File: src/verilog/line_sync_pkg.sv
/*
 * constants and encodings shared by the line sync and ordering barrier unit.
 * assumes a single core clock domain and a synchronous active-high reset.
 */
// Notes on behaviour
// [RULE_01] strongly ordered system: barrier is a plain no-op
// [RULE_02] barrier waits until older accesses globally visible
// [RULE_03] barrier leaves mixed access type outcomes unchanged
// [RULE_04] address is base plus sign-extended 16-bit offset
// [RULE_05] act on one line in every needed cache
// [RULE_06] only load-type refill or invalid translation faults
// [RULE_07] writeback errors cache error, bus errors bus error
// [RULE_08] kernel region address error is a build option
// [RULE_09] data watch on line sync is a build option
// [RULE_10] locked lines stay untouched by line sync
// [RULE_11] also act on shared outer cache levels
// [RULE_12] coherent instruction caches: line sync is no-op
// [RULE_13] broadcast only for coherent cacheability attribute
// [RULE_14] all affected levels broadcast alike or none
// [RULE_15] release 6 makes broadcast mandatory
// [RULE_16] release 1 raises reserved instruction exception
// [RULE_17] line sync needs no privilege, any mode
// [RULE_18] software issues one sync per written line
// [RULE_19] software follows with barrier and hazard jump
// [RULE_20] software avoids syncing lines executing meanwhile
// [RULE_21] barrier type 0x14 waits for earlier line syncs
package line_sync_pkg;

    localparam int unsigned OFFSET_W     = 16;
    localparam int unsigned STYPE_W      = 5;
    localparam int unsigned LEVEL_W      = 3;
    localparam int unsigned EXC_W        = 3;

    // barrier subtype that also waits for global invalidates and line syncs
    localparam logic [STYPE_W-1:0] STYPE_GINV = 5'h14;

    // every cache level, private and shared, that may hold instructions
    localparam logic [LEVEL_W-1:0] ALL_LEVELS = 3'h7;

    localparam logic RST_READY = 1'b0;
    localparam logic RST_PULSE = 1'b0;

    typedef enum logic [EXC_W-1:0] {
        EXC_NONE        = 3'b000,
        EXC_TLB_REFILL  = 3'b001,
        EXC_TLB_INVALID = 3'b010,
        EXC_ADDR_ERR    = 3'b011,
        EXC_CACHE_ERR   = 3'b100,
        EXC_BUS_ERR     = 3'b101,
        EXC_RESERVED    = 3'b110,
        EXC_WATCH       = 3'b111
    } exc_code_e;

endpackage

File: src/verilog/sync_pending_counter.sv
/*
 * counter of broadcast line syncs that other processors have not yet finished.
 * assumes the retire pulse never arrives while the count is zero.
 */
`timescale 1ns/10ps
module sync_pending_counter #(
    parameter int unsigned CNT_W = 4
) (
    input  wire logic             sys_clk,
    input  wire logic             rst,
    input  wire logic             issuePulse,
    input  wire logic             retirePulse,
    output logic                  idle,
    output logic [CNT_W-1:0]      pending
);

    initial begin
        if (CNT_W < 1 || CNT_W > 16) begin
            $error("sync_pending_counter: CNT_W out of range");
        end
    end

    logic [CNT_W-1:0] count_reg;
    logic [CNT_W-1:0] count_next;
    logic             idle_reg;
    wire  logic       atMax;
    wire  logic       doInc;
    wire  logic       doDec;

    assign atMax = (count_reg == {CNT_W{1'b1}});
    assign doInc = issuePulse & ~retirePulse & ~atMax;
    assign doDec = retirePulse & ~issuePulse & (count_reg != '0);

    always_comb begin
        count_next = count_reg;
        if (doInc) begin
            count_next = count_reg + CNT_W'(1);
        end else if (doDec) begin
            count_next = count_reg - CNT_W'(1);
        end
    end

    always_ff @(posedge sys_clk) begin
        if (rst) begin
            count_reg <= '0;
            idle_reg  <= 1'b1;
        end else begin
            count_reg <= count_next;
            idle_reg  <= (count_next == '0);
        end
    end

    assign idle    = idle_reg;
    assign pending = count_reg;

    count_step_a: assert property (@(posedge sys_clk) disable iff (rst)
        (issuePulse && !retirePulse && !atMax) |=> (count_reg == $past(count_reg) + CNT_W'(1)))
        else $error("pending count did not step up");

    idle_match_a: assert property (@(posedge sys_clk) disable iff (rst)
        idle_reg == (count_reg == '0))
        else $error("idle flag disagrees with count");

endmodule

File: src/verilog/line_sync_unit.sv
/*
 * executes the ordering barrier and the cache line sync instruction:
 * address formation, translation, per-line cache sync, broadcast, faults.
 * assumes the pipeline holds an issued op until issueReady, that the
 * translation and cache sides answer each request with one ack pulse, and
 * that remote processors report each finished broadcast with bcastDone.
 */
`timescale 1ns/10ps
module line_sync_unit #(
    parameter int unsigned ADDR_W          = 32,
    parameter int unsigned RELEASE         = 6,
    parameter bit          STRONG_ORDER    = 1'b0,
    parameter bit          HW_ICOHERENT    = 1'b0,
    parameter bit          GLOBALIZE       = 1'b1,
    parameter bit          GLOBAL_INVAL    = 1'b1,
    parameter bit          KERNEL_ADDR_ERR = 1'b1,
    parameter bit          WATCH_ON_SYNC   = 1'b0,
    parameter int unsigned PEND_W          = 4
) (
    input  wire logic                                 sys_clk,
    input  wire logic                                 rst,
    // pipeline side
    input  wire logic                                 issueValid,
    input  wire logic                                 issueIsBarrier,
    input  wire logic [line_sync_pkg::STYPE_W-1:0]    issueStype,
    input  wire logic [ADDR_W-1:0]                    issueBase,
    input  wire logic [line_sync_pkg::OFFSET_W-1:0]   issueOffset,
    output logic                                      issueReady,
    output logic                                      doneValid,
    output logic                                      excValid,
    output line_sync_pkg::exc_code_e                  excCode,
    // translation side
    output logic                                      xlatReq,
    output logic [ADDR_W-1:0]                         xlatVaddr,
    output logic                                      xlatLoadType,
    input  wire logic                                 xlatAck,
    input  wire logic                                 xlatRefill,
    input  wire logic                                 xlatInvalid,
    input  wire logic                                 xlatKernelFault,
    input  wire logic                                 xlatCoherent,
    input  wire logic                                 watchMatch,
    // cache hierarchy side
    output logic                                      cacheReq,
    output logic [ADDR_W-1:0]                         cacheAddr,
    output logic [line_sync_pkg::LEVEL_W-1:0]         cacheLevels,
    output logic                                      cacheGlobal,
    output logic                                      cacheKeepLocked,
    input  wire logic                                 cacheAck,
    input  wire logic                                 cacheWbErr,
    input  wire logic                                 cacheBusErr,
    input  wire logic                                 bcastDone,
    // memory ordering side
    input  wire logic                                 storesDrained,
    output logic                                      barrierHold
);

    initial begin
        if (ADDR_W <= line_sync_pkg::OFFSET_W || ADDR_W > 64) begin
            $error("line_sync_unit: ADDR_W must exceed the offset width");
        end
        if (RELEASE < 1 || RELEASE > 6) begin
            $error("line_sync_unit: RELEASE must be 1 to 6");
        end
    end

    ////////////////////////////////////////////////////////////////////////////

    typedef enum logic [2:0] {
        S_IDLE    = 3'b000,
        S_XLAT    = 3'b001,
        S_CACHE   = 3'b010,
        S_BARRIER = 3'b011,
        S_RESP    = 3'b100
    } state_e;

    state_e                     state_reg;
    state_e                     state_next;
    logic [ADDR_W-1:0]          addr_reg;
    logic [line_sync_pkg::STYPE_W-1:0] stype_reg;
    logic                       global_reg;
    line_sync_pkg::exc_code_e   exc_reg;
    line_sync_pkg::exc_code_e   exc_next;
    logic                       ready_reg;
    logic                       done_reg;
    logic                       excFlag_reg;
    logic                       xlatReq_reg;
    logic                       cacheReq_reg;
    logic                       hold_reg;

    wire logic                  accept;
    wire logic [ADDR_W-1:0]     effAddr;
    wire logic                  relOne;
    wire logic                  mustGlobal;
    wire logic                  wantGlobal;
    wire logic                  xlatFault;
    wire line_sync_pkg::exc_code_e xlatExc;
    wire logic                  cacheFault;
    wire line_sync_pkg::exc_code_e cacheExc;
    wire logic                  waitSyncs;
    wire logic                  barrierMet;
    wire logic                  pendIdle;
    wire logic                  bcastIssue;

    ////////////////////////////////////////////////////////////////////////////
    // decode

    assign accept     = (state_reg == S_IDLE) & ready_reg & issueValid;
    // no privilege input: the op is taken in any mode
    assign effAddr    = issueBase                                               // RULE_04
                      + {{(ADDR_W-line_sync_pkg::OFFSET_W){issueOffset[line_sync_pkg::OFFSET_W-1]}},
                         issueOffset};
    assign relOne     = (RELEASE == 1);                                         // RULE_16
    assign mustGlobal = (RELEASE >= 6);                                         // RULE_15
    // one flag for every level, so levels never differ in broadcast mode
    assign wantGlobal = xlatCoherent & (GLOBALIZE | mustGlobal);                // RULE_13 RULE_14

    // only load-type faults can come back; store, modify and inhibit never do
    assign xlatFault  = xlatRefill | xlatInvalid                                // RULE_06
                      | (xlatKernelFault & KERNEL_ADDR_ERR)                     // RULE_08
                      | (watchMatch & WATCH_ON_SYNC);                           // RULE_09
    assign xlatExc    = xlatRefill  ? line_sync_pkg::EXC_TLB_REFILL :
                        xlatInvalid ? line_sync_pkg::EXC_TLB_INVALID :
                        (xlatKernelFault & KERNEL_ADDR_ERR) ? line_sync_pkg::EXC_ADDR_ERR :
                        line_sync_pkg::EXC_WATCH;

    assign cacheFault = cacheWbErr | cacheBusErr;                               // RULE_07
    assign cacheExc   = cacheWbErr ? line_sync_pkg::EXC_CACHE_ERR :
                                     line_sync_pkg::EXC_BUS_ERR;

    assign waitSyncs  = GLOBAL_INVAL & (stype_reg == line_sync_pkg::STYPE_GINV); // RULE_21
    // older accesses drained; access type is never looked at here
    assign barrierMet = storesDrained & (~waitSyncs | pendIdle);                // RULE_02 RULE_03
    assign bcastIssue = (state_reg == S_CACHE) & cacheAck & ~cacheFault & global_reg;

    ////////////////////////////////////////////////////////////////////////////
    // sequencing

    always_comb begin
        state_next = state_reg;
        exc_next   = exc_reg;
        unique case (state_reg)
            S_IDLE: begin
                if (accept) begin
                    exc_next = line_sync_pkg::EXC_NONE;
                    if (issueIsBarrier) begin
                        state_next = STRONG_ORDER ? S_RESP : S_BARRIER;         // RULE_01
                    end else if (relOne) begin
                        exc_next   = line_sync_pkg::EXC_RESERVED;               // RULE_16
                        state_next = S_RESP;
                    end else if (HW_ICOHERENT) begin
                        state_next = S_RESP;                                    // RULE_12
                    end else begin
                        state_next = S_XLAT;                                    // RULE_17
                    end
                end
            end
            S_XLAT: begin
                if (xlatAck) begin
                    if (xlatFault) begin
                        exc_next   = xlatExc;
                        state_next = S_RESP;
                    end else begin
                        state_next = S_CACHE;
                    end
                end
            end
            S_CACHE: begin
                if (cacheAck) begin
                    if (cacheFault) begin
                        exc_next = cacheExc;                                    // RULE_07
                    end
                    state_next = S_RESP;
                end
            end
            S_BARRIER: begin
                if (barrierMet) begin
                    state_next = S_RESP;
                end
            end
            S_RESP: begin
                state_next = S_IDLE;
            end
            default: begin
                state_next = S_IDLE;
            end
        endcase
    end

    always_ff @(posedge sys_clk) begin
        if (rst) begin
            state_reg <= S_IDLE;
            exc_reg   <= line_sync_pkg::EXC_NONE;
            ready_reg <= line_sync_pkg::RST_READY;
            done_reg  <= line_sync_pkg::RST_PULSE;
            excFlag_reg <= line_sync_pkg::RST_PULSE;
        end else begin
            state_reg <= state_next;
            exc_reg   <= exc_next;
            ready_reg <= (state_next == S_IDLE) & ~accept;
            done_reg  <= (state_next == S_RESP);
            excFlag_reg <= (state_next == S_RESP) & (exc_next != line_sync_pkg::EXC_NONE);
        end
    end

    always_ff @(posedge sys_clk) begin
        if (rst) begin
            addr_reg  <= '0;
            stype_reg <= '0;
        end else if (accept) begin
            addr_reg  <= effAddr;
            stype_reg <= issueStype;
        end
    end

    always_ff @(posedge sys_clk) begin
        if (rst) begin
            global_reg <= 1'b0;
        end else if (state_reg == S_XLAT && xlatAck) begin
            global_reg <= wantGlobal;                                           // RULE_13
        end
    end

    always_ff @(posedge sys_clk) begin
        if (rst) begin
            xlatReq_reg  <= 1'b0;
            cacheReq_reg <= 1'b0;
            hold_reg     <= 1'b0;
        end else begin
            xlatReq_reg  <= (state_next == S_XLAT) & ~(state_reg == S_XLAT);
            cacheReq_reg <= (state_next == S_CACHE) & ~(state_reg == S_CACHE);
            hold_reg     <= (state_next == S_BARRIER);                          // RULE_02
        end
    end

    ////////////////////////////////////////////////////////////////////////////
    // outstanding broadcasts

    sync_pending_counter #(
        .CNT_W (PEND_W)
    ) u_pending (
        .sys_clk     (sys_clk),
        .rst         (rst),
        .issuePulse  (bcastIssue),
        .retirePulse (bcastDone),
        .idle        (pendIdle),
        .pending     ()
    );

    ////////////////////////////////////////////////////////////////////////////
    // outputs

    assign issueReady      = ready_reg;
    assign doneValid       = done_reg;
    assign excValid        = excFlag_reg;
    assign excCode         = exc_reg;
    assign xlatReq         = xlatReq_reg;
    assign xlatVaddr       = addr_reg;
    assign xlatLoadType    = 1'b1;                                              // RULE_06
    assign cacheReq        = cacheReq_reg;
    assign cacheAddr       = addr_reg;                                          // RULE_05
    assign cacheLevels     = line_sync_pkg::ALL_LEVELS;                         // RULE_11
    assign cacheGlobal     = global_reg;                                        // RULE_14
    assign cacheKeepLocked = 1'b1;                                              // RULE_10
    assign barrierHold     = hold_reg;

    ////////////////////////////////////////////////////////////////////////////
    // checks

    strong_nop_a: assert property (@(posedge sys_clk) disable iff (rst) // RULE_01
        (accept && issueIsBarrier && STRONG_ORDER) |=> (doneValid && !excValid))
        else $error("barrier on strong ordering was not a plain no-op");

    barrier_drain_a: assert property (@(posedge sys_clk) disable iff (rst) // RULE_02
        (state_reg == S_BARRIER && !storesDrained) |=> (state_reg == S_BARRIER))
        else $error("barrier left before older accesses drained");

    ginv_wait_a: assert property (@(posedge sys_clk) disable iff (rst) // RULE_21
        (state_reg == S_BARRIER && waitSyncs && !pendIdle) |=> !doneValid)
        else $error("type 0x14 barrier finished with line syncs pending");

    addr_form_a: assert property (@(posedge sys_clk) disable iff (rst) // RULE_04
        (accept && !issueIsBarrier && !relOne && !HW_ICOHERENT)
        |=> (xlatReq && xlatVaddr == $past(effAddr)))
        else $error("translation address is not base plus offset");

    tlb_cause_a: assert property (@(posedge sys_clk) disable iff (rst) // RULE_06
        (state_reg == S_XLAT && xlatAck && xlatRefill)
        |=> (excValid && excCode == line_sync_pkg::EXC_TLB_REFILL))
        else $error("refill fault not reported as load refill");

    cache_err_a: assert property (@(posedge sys_clk) disable iff (rst) // RULE_07
        (state_reg == S_CACHE && cacheAck && cacheWbErr)
        |=> (excValid && excCode == line_sync_pkg::EXC_CACHE_ERR))
        else $error("writeback error not reported as cache error");

    no_bcast_a: assert property (@(posedge sys_clk) disable iff (rst) // RULE_13
        (state_reg == S_XLAT && xlatAck && !xlatFault && !xlatCoherent)
        |=> (cacheReq && !cacheGlobal))
        else $error("non-coherent line sync was broadcast");

    rel6_bcast_a: assert property (@(posedge sys_clk) disable iff (rst) // RULE_15
        (state_reg == S_XLAT && xlatAck && !xlatFault && xlatCoherent && mustGlobal)
        |=> (cacheReq && cacheGlobal))
        else $error("coherent line sync not broadcast on release 6");

    rel1_ri_a: assert property (@(posedge sys_clk) disable iff (rst) // RULE_16
        (accept && !issueIsBarrier && relOne)
        |=> (excValid && excCode == line_sync_pkg::EXC_RESERVED && !cacheReq))
        else $error("release 1 line sync did not raise reserved instruction");

    one_line_a: assert property (@(posedge sys_clk) disable iff (rst) // RULE_05
        cacheReq |-> ($past(state_reg == S_XLAT && xlatAck && !xlatFault) && $stable(addr_reg)))
        else $error("cache sync aimed at a different line");

endmodule

File: config.mk
export PLATFORM = sky130hd
export DESIGN_NAME = line_sync_unit
export DESIGN_NICKNAME = d
export VERILOG_FILES = /design/src/verilog/line_sync_pkg.sv /design/src/verilog/sync_pending_counter.sv /design/src/verilog/line_sync_unit.sv
export SDC_FILE = /design/constraint.sdc
export NUM_CORES = 1
export LEC_CHECK = 0
export BUFFER_PORTS_ARGS = -buffer_cell sky130_fd_sc_hd__buf_4
export CORE_UTILIZATION = 55
export DETAILED_ROUTE_END_ITERATION = 10
export PLACE_DENSITY_LB_ADDON = 0.12
export SLEW_MARGIN = 40
export SYNTH_ARGS = -nofsm -noshare
export SYNTH_HDL_FRONTEND = slang
export SYNTH_SLANG_ARGS = --single-unit
export TNS_END_PERCENT = 1
File: constraint.sdc
create_clock -name sys_clk -period 5.8 [get_ports sys_clk]
set_input_delay 0.58 -clock sys_clk [delete_from_list [all_inputs] [get_ports sys_clk]]
set_output_delay 0.58 -clock sys_clk [all_outputs]
set_load 0.005 [all_outputs]
Word-level counts from Yosys, hierarchy flattened
Cells that the tools add are included.
{"block": "classes", "add_sub_neg": 3, "n_eq_ne": 9, "n_mux": 19, "bitwise": 26, "n_reduce_logical": 6}
{"cell": "3-bit two-way mux", "n": 13}
{"cell": "32-bit adder", "n": 1}
{"cell": "1-bit AND", "n": 14}
{"cell": "3-bit by 2-bit == test with 1-bit output (second input constant)", "n": 4}
{"cell": "3-bit case mux with 4 select lines", "n": 1}
{"cell": "3-bit case mux with 3 select lines", "n": 1}
{"cell": "4-bit two-way mux", "n": 2}
{"cell": "1-bit NOT", "n": 8}
{"cell": "3-bit by 1-bit == test with 1-bit output (second input constant)", "n": 2}
{"cell": "3-bit logical NOT", "n": 2}
{"cell": "5-bit == test (second input constant)", "n": 1}
{"cell": "4-bit by 1-bit adder with 4-bit output (second input constant)", "n": 1}
{"cell": "4-bit == test (second input constant)", "n": 1}
{"cell": "4-bit logical NOT", "n": 1}
{"cell": "1-bit bitwise OR", "n": 4}
{"cell": "4-bit nonzero test", "n": 1}
{"cell": "4-bit by 1-bit subtractor with 4-bit output (second input constant)", "n": 1}
{"cell": "3-bit == test (second input constant)", "n": 1}
{"cell": "3-bit nonzero test", "n": 1}
{"cell": "2-bit two-way mux", "n": 1}
{"cell": "1-bit logical AND", "n": 1}
{"cell": "1-bit two-way mux", "n": 1}
{"block": "totals", "register_bits": 55, "input_bits": 68, "wordCells": 76}

Logic depth before layout (Yosys ltp)
{"block": "depth", "depth_word": 10, "depth_mapped": 11}

Cells and area by module
Synthesis repeated with hierarchy kept, for this count alone.
{"block": "unflattened", "cells_unflattened": 534, "area_unflattened_um2": 4131.5}
{"mod": "line_sync_unit", "instances": 1, "cells_each": 495, "area_per_inst_um2": 3803.6, "seq_area_each_um2": 1001.0}
{"mod": "sync_pending_counter", "instances": 1, "cells_each": 39, "area_per_inst_um2": 327.8, "seq_area_each_um2": 100.1}

Worst setup path after synthesis
Ideal clock, no wire load.
{"block": "synth_path", "path_kind": "input-to-reg", "startpoint": "input issueBase[0]", "endpoint": "register addr_reg[28], in the netlist cacheAddr[28]", "setup_ps": 117, "arrival_ps": 2823, "required_ps": 5683, "path_slack_ps": 2860, "cell_stages": 11, "cell_sequence": "ha_1 > fa_1 > a211oi_1 > nor4_1 > a21oi_1 > o21ai_0 > a41o_1 > a21oi_1 > a21oi_1 > xor2_1 > a22o_1"}
{"block": "synth_between", "elab_chain_cells": 1}
{"item": "from (decl)", "line_no": "line_sync_unit.sv:26", "source": "input wire logic [ADDR_W-1:0] issueBase,"}
{"item": "32-bit adder", "line_no": "line_sync_unit.sv:110", "source": "+ {{(ADDR_W-line_sync_pkg::OFFSET_W){issueOffset[line_sync_pkg::OFFSET_W-1]}},"}
{"item": "to (signal assigned)", "line_no": "line_sync_unit.sv:210", "source": "addr_reg <= effAddr;"}
{"item": "to (decl)", "line_no": "line_sync_unit.sv:78", "source": "logic [ADDR_W-1:0] addr_reg;"}
No other way between the ends.
A chain may end at the register's enable or synchronous reset.

Worst setup path in the final report
Ends and elaborated chain as after synthesis.

==> flow_metrics.tcl <==
set metrics [dict create \
    r2r_end "u_pending.idle$_SDFF_PP1_" \
    routedWlPerCell_um 14.6 \
    yosysSeqAreaShare 0.259 \
    path_class "in2reg" \
    cts.path.max_buffers 2 \
    rsz0062_at_grt "no" \
    fin_crit_sh 0.567 \
    end_kind "flip-flop" \
    holdPathStages 2 \
    grt_max_degree 48 \
    cap_violations 0 \
    via_per_inst 5.72 \
    drtAntennaViolNets 0 \
    arrival_ns 3.51 \
    reg2reg_slack_ns 3.33 \
    critPathSlowestCell "fa_1" \
    synth_seq_cells 55 \
    ctsHoldBuffers 0 \
    postSynthCellCount 539 \
    place_hpwl_mm 8.12 \
    max_freq_mhz 304 \
    tns_ns 0 \
    die_w_um 89.9 \
    power.total_mw 1.18 \
    report.final.hold_viol_count 0 \
    hp-class "reg2reg" \
    gp_congestion 0.879 \
    cp.required_ns 6.02 \
    io_buffers 140 \
    hold-path-endpoint "stype_reg[1]$_SDFFE_PP0P_" \
    worst_slack_ns 2.51 \
    async_flop_share 0 \
    drive_gt1_frac 0.269 \
    crit_top_cell "a21oi_1" \
    routed_wl_mm 10.7 \
    worstRegToRegCells 9 \
    rows 31 \
    worstHoldStart "stype_reg[1]$_SDFFE_PP0P_" \
    cts_num_sinks 55 \
    path_cells "buf_4 -> ha_1 -> fa_1 -> a211oi_1 -> nor4_1 -> a21oi_1 -> o21ai_0 -> a41o_1 -> a21oi_1 -> a21oi_1 -> xor2_1 -> a22o_1" \
    diodes 0 \
    p_per_area_nw_per_um2 231 \
    worst_pin_slew_ns 0.531 \
    period_needed_ns 3.29 \
    largest_reg_flops 32 \
    yosys_warnings 0 \
    dpl_worst_slack_ns 2.24 \
    path_max_fanout 5 \
    final_nets 733 \
    clock-root-buffer "clkbuf_8" \
    grt_first_pass_wirelength_mm 17.4 \
    clkTransAtPathRegs_ns 0.11 \
    slowest_delay_ns 0.44 \
    synth_edf_count 0 \
    slew_headroom 0.643 \
    grt_remaining_overflow 0 \
    slew_violations 0 \
    status "complete, no violations" \
    die_area_um2 8080 \
    power_leakage_nw 2.40 \
    dr.pass1.iters 5 \
    fin_skew_ns 0.0106 \
    ctsResizeCount 0 \
    start_kind "input port" \
    core_um2 7370 \
    worstReg2RegStart "state_reg[1]$_SDFF_PP0_" \
    peakVddDrop_uv 131 \
    syn_area_per_cell_um2 7.89 \
    drtIter0Drc 157 \
    num_vias 4180 \
    hold_slack_ns 0.463 \
    synth_top_flop_cell "dfxtp_1" \
    cts_buffers 5 \
    drcViolationCount 0 \
    syn-cell-area_um2 4250 \
    cts_tree "yes" \
    synth_cell_type_count 67 \
    n_fill_cell 644 \
    grt_use_total 0.258 \
    area_delta_synth_final_pct 20.6 \
    insertion_delay_ns 0.31 \
    first_global_vias 3837 \
    ios 147 \
    antenna_found_initial 0 \
    setup_viol 0 \
    postCtsSetupRepairBufs 0 \
    die_h_um 89.9 \
    h-tree-depth 2 \
    initial_core_util 0.577 \
]
==> report_power, final <==
group | total (mW) | switching, mW | internal (mW)
Sequential | 0.464 | 0.0410 | 0.423
Clock | 0.230 | 0.142 | 0.0886
Combinational | 0.490 | 0.252 | 0.238
==> cells by family (layout without fill, tap and decap cells) <==
group / count (synthesis) / count (layout) / share of synthesized area
compound gates: 172 / 172 / 0.275
flops: 55 / 55 / 0.259
other cells: 1 / 5 / 0.000882
simple gates: 178 / 178 / 0.195
fa+ha+maj: 34 / 34 / 0.102
buf+inv: 71 / 160 / 0.110
xor+xnor: 26 / 26 / 0.0536
mux: 2 / 2 / 0.00471
==> worst max-delay path: cells and delay by family <==
family	cells	cell delay [ns]
simple gates	1	0.13
xor+xnor	1	0.17
compound gates	7	1.87
buf+inv	1	0.11
fa+ha+maj	2	0.66
==> layout make-up <==
| class | count | area (µm²) | area share |
|---|---|---|---|
| Timing Repair Buffer | 142 | 1070 | 0.208 |
| Clock inverter | 3 | 25.0 | 0.00488 |
| Sequential cell | 55 | 1100 | 0.215 |
| Inverter | 10 | 37.5 | 0.00732 |
| Multi-Input combinational cell | 417 | 2710 | 0.528 |
| Tap cell | 99 | 124 | 0.0242 |
| Clock buffer | 5 | 68.8 | 0.0134 |
==> synthesized netlist by cell type, types with 5 or more instances <==
library cell  count  area [µm²]
a21o_1           23         173
clkbuf_1         14        52.6
nand4_1          11        68.8
inv_1            10        37.5
a21oi_1          69         345
dfxtp_1          55        1100
xor2_1           10        87.6
nor3_1            6        30.0
ha_1             33         413
a31oi_1           5        31.3
nor2b_1           7        43.8
xnor2_1          16         140
buf_4            38         285
nand2_1          79         297
nand3_1           8        40.0
nand2b_1          7        43.8
a211oi_1         10        75.1
o21ai_0          15        75.1
nor2_1           37         139
==> through the flow <==
stage / instance area (µm²) / util / cells
floorplan: 4270 / - / 543
global placement: 5030 / 0.683 / 723
detailed placement: 5030 / 0.683 / 723
CTS: 5130 / 0.696 / 731
global route: 5130 / 0.696 / 731
finish: 5130 / 0.696 / 731
==> cell usage in the layout (no fill, tap or decap), drive strengths merged, types with 11 or more instances in the layout <==
| cell type | count |
|---|---|
| dfxtp | 55 |
| nand4 | 11 |
| o21ai | 15 |
| buf | 142 |
| a21oi | 70 |
| a21o | 26 |
| xnor2 | 16 |
| nor2 | 37 |
| ha | 33 |
| nand2 | 79 |
| inv | 12 |
==> metal layers <==
layer | GRT usage | vias to the layer above | wire [µm]
li1 | - | 2070 | -
met1 | 0.310 | 1913 | 4640
met2 | 0.454 | 168 | 5100
met3 | 0.0381 | 29 | 632
met4 | 0.120 | 0 | 320
met5 | 0 | - | 0
==> worst max path at each step <==
stage	end	slack (ns)	from
final	cacheAddr[28]$_SDFFE_PP0P_	2.51	issueBase[0]
after global routing	cacheAddr[28]$_SDFFE_PP0P_	2.40	issueBase[0]
after CTS	cacheAddr[28]$_SDFFE_PP0P_	2.59	issueBase[0]
after detailed placement	cacheAddr[28]$_SDFFE_PP0P_	2.24	issueBase[0]
after global placement	cacheAddr[28]$_SDFFE_PP0P_	2.32	issueBase[0]
after floorplan	cacheAddr[28]$_SDFFE_PP0P_	2.86	issueBase[0]
(Power assumes the default switching activity.)
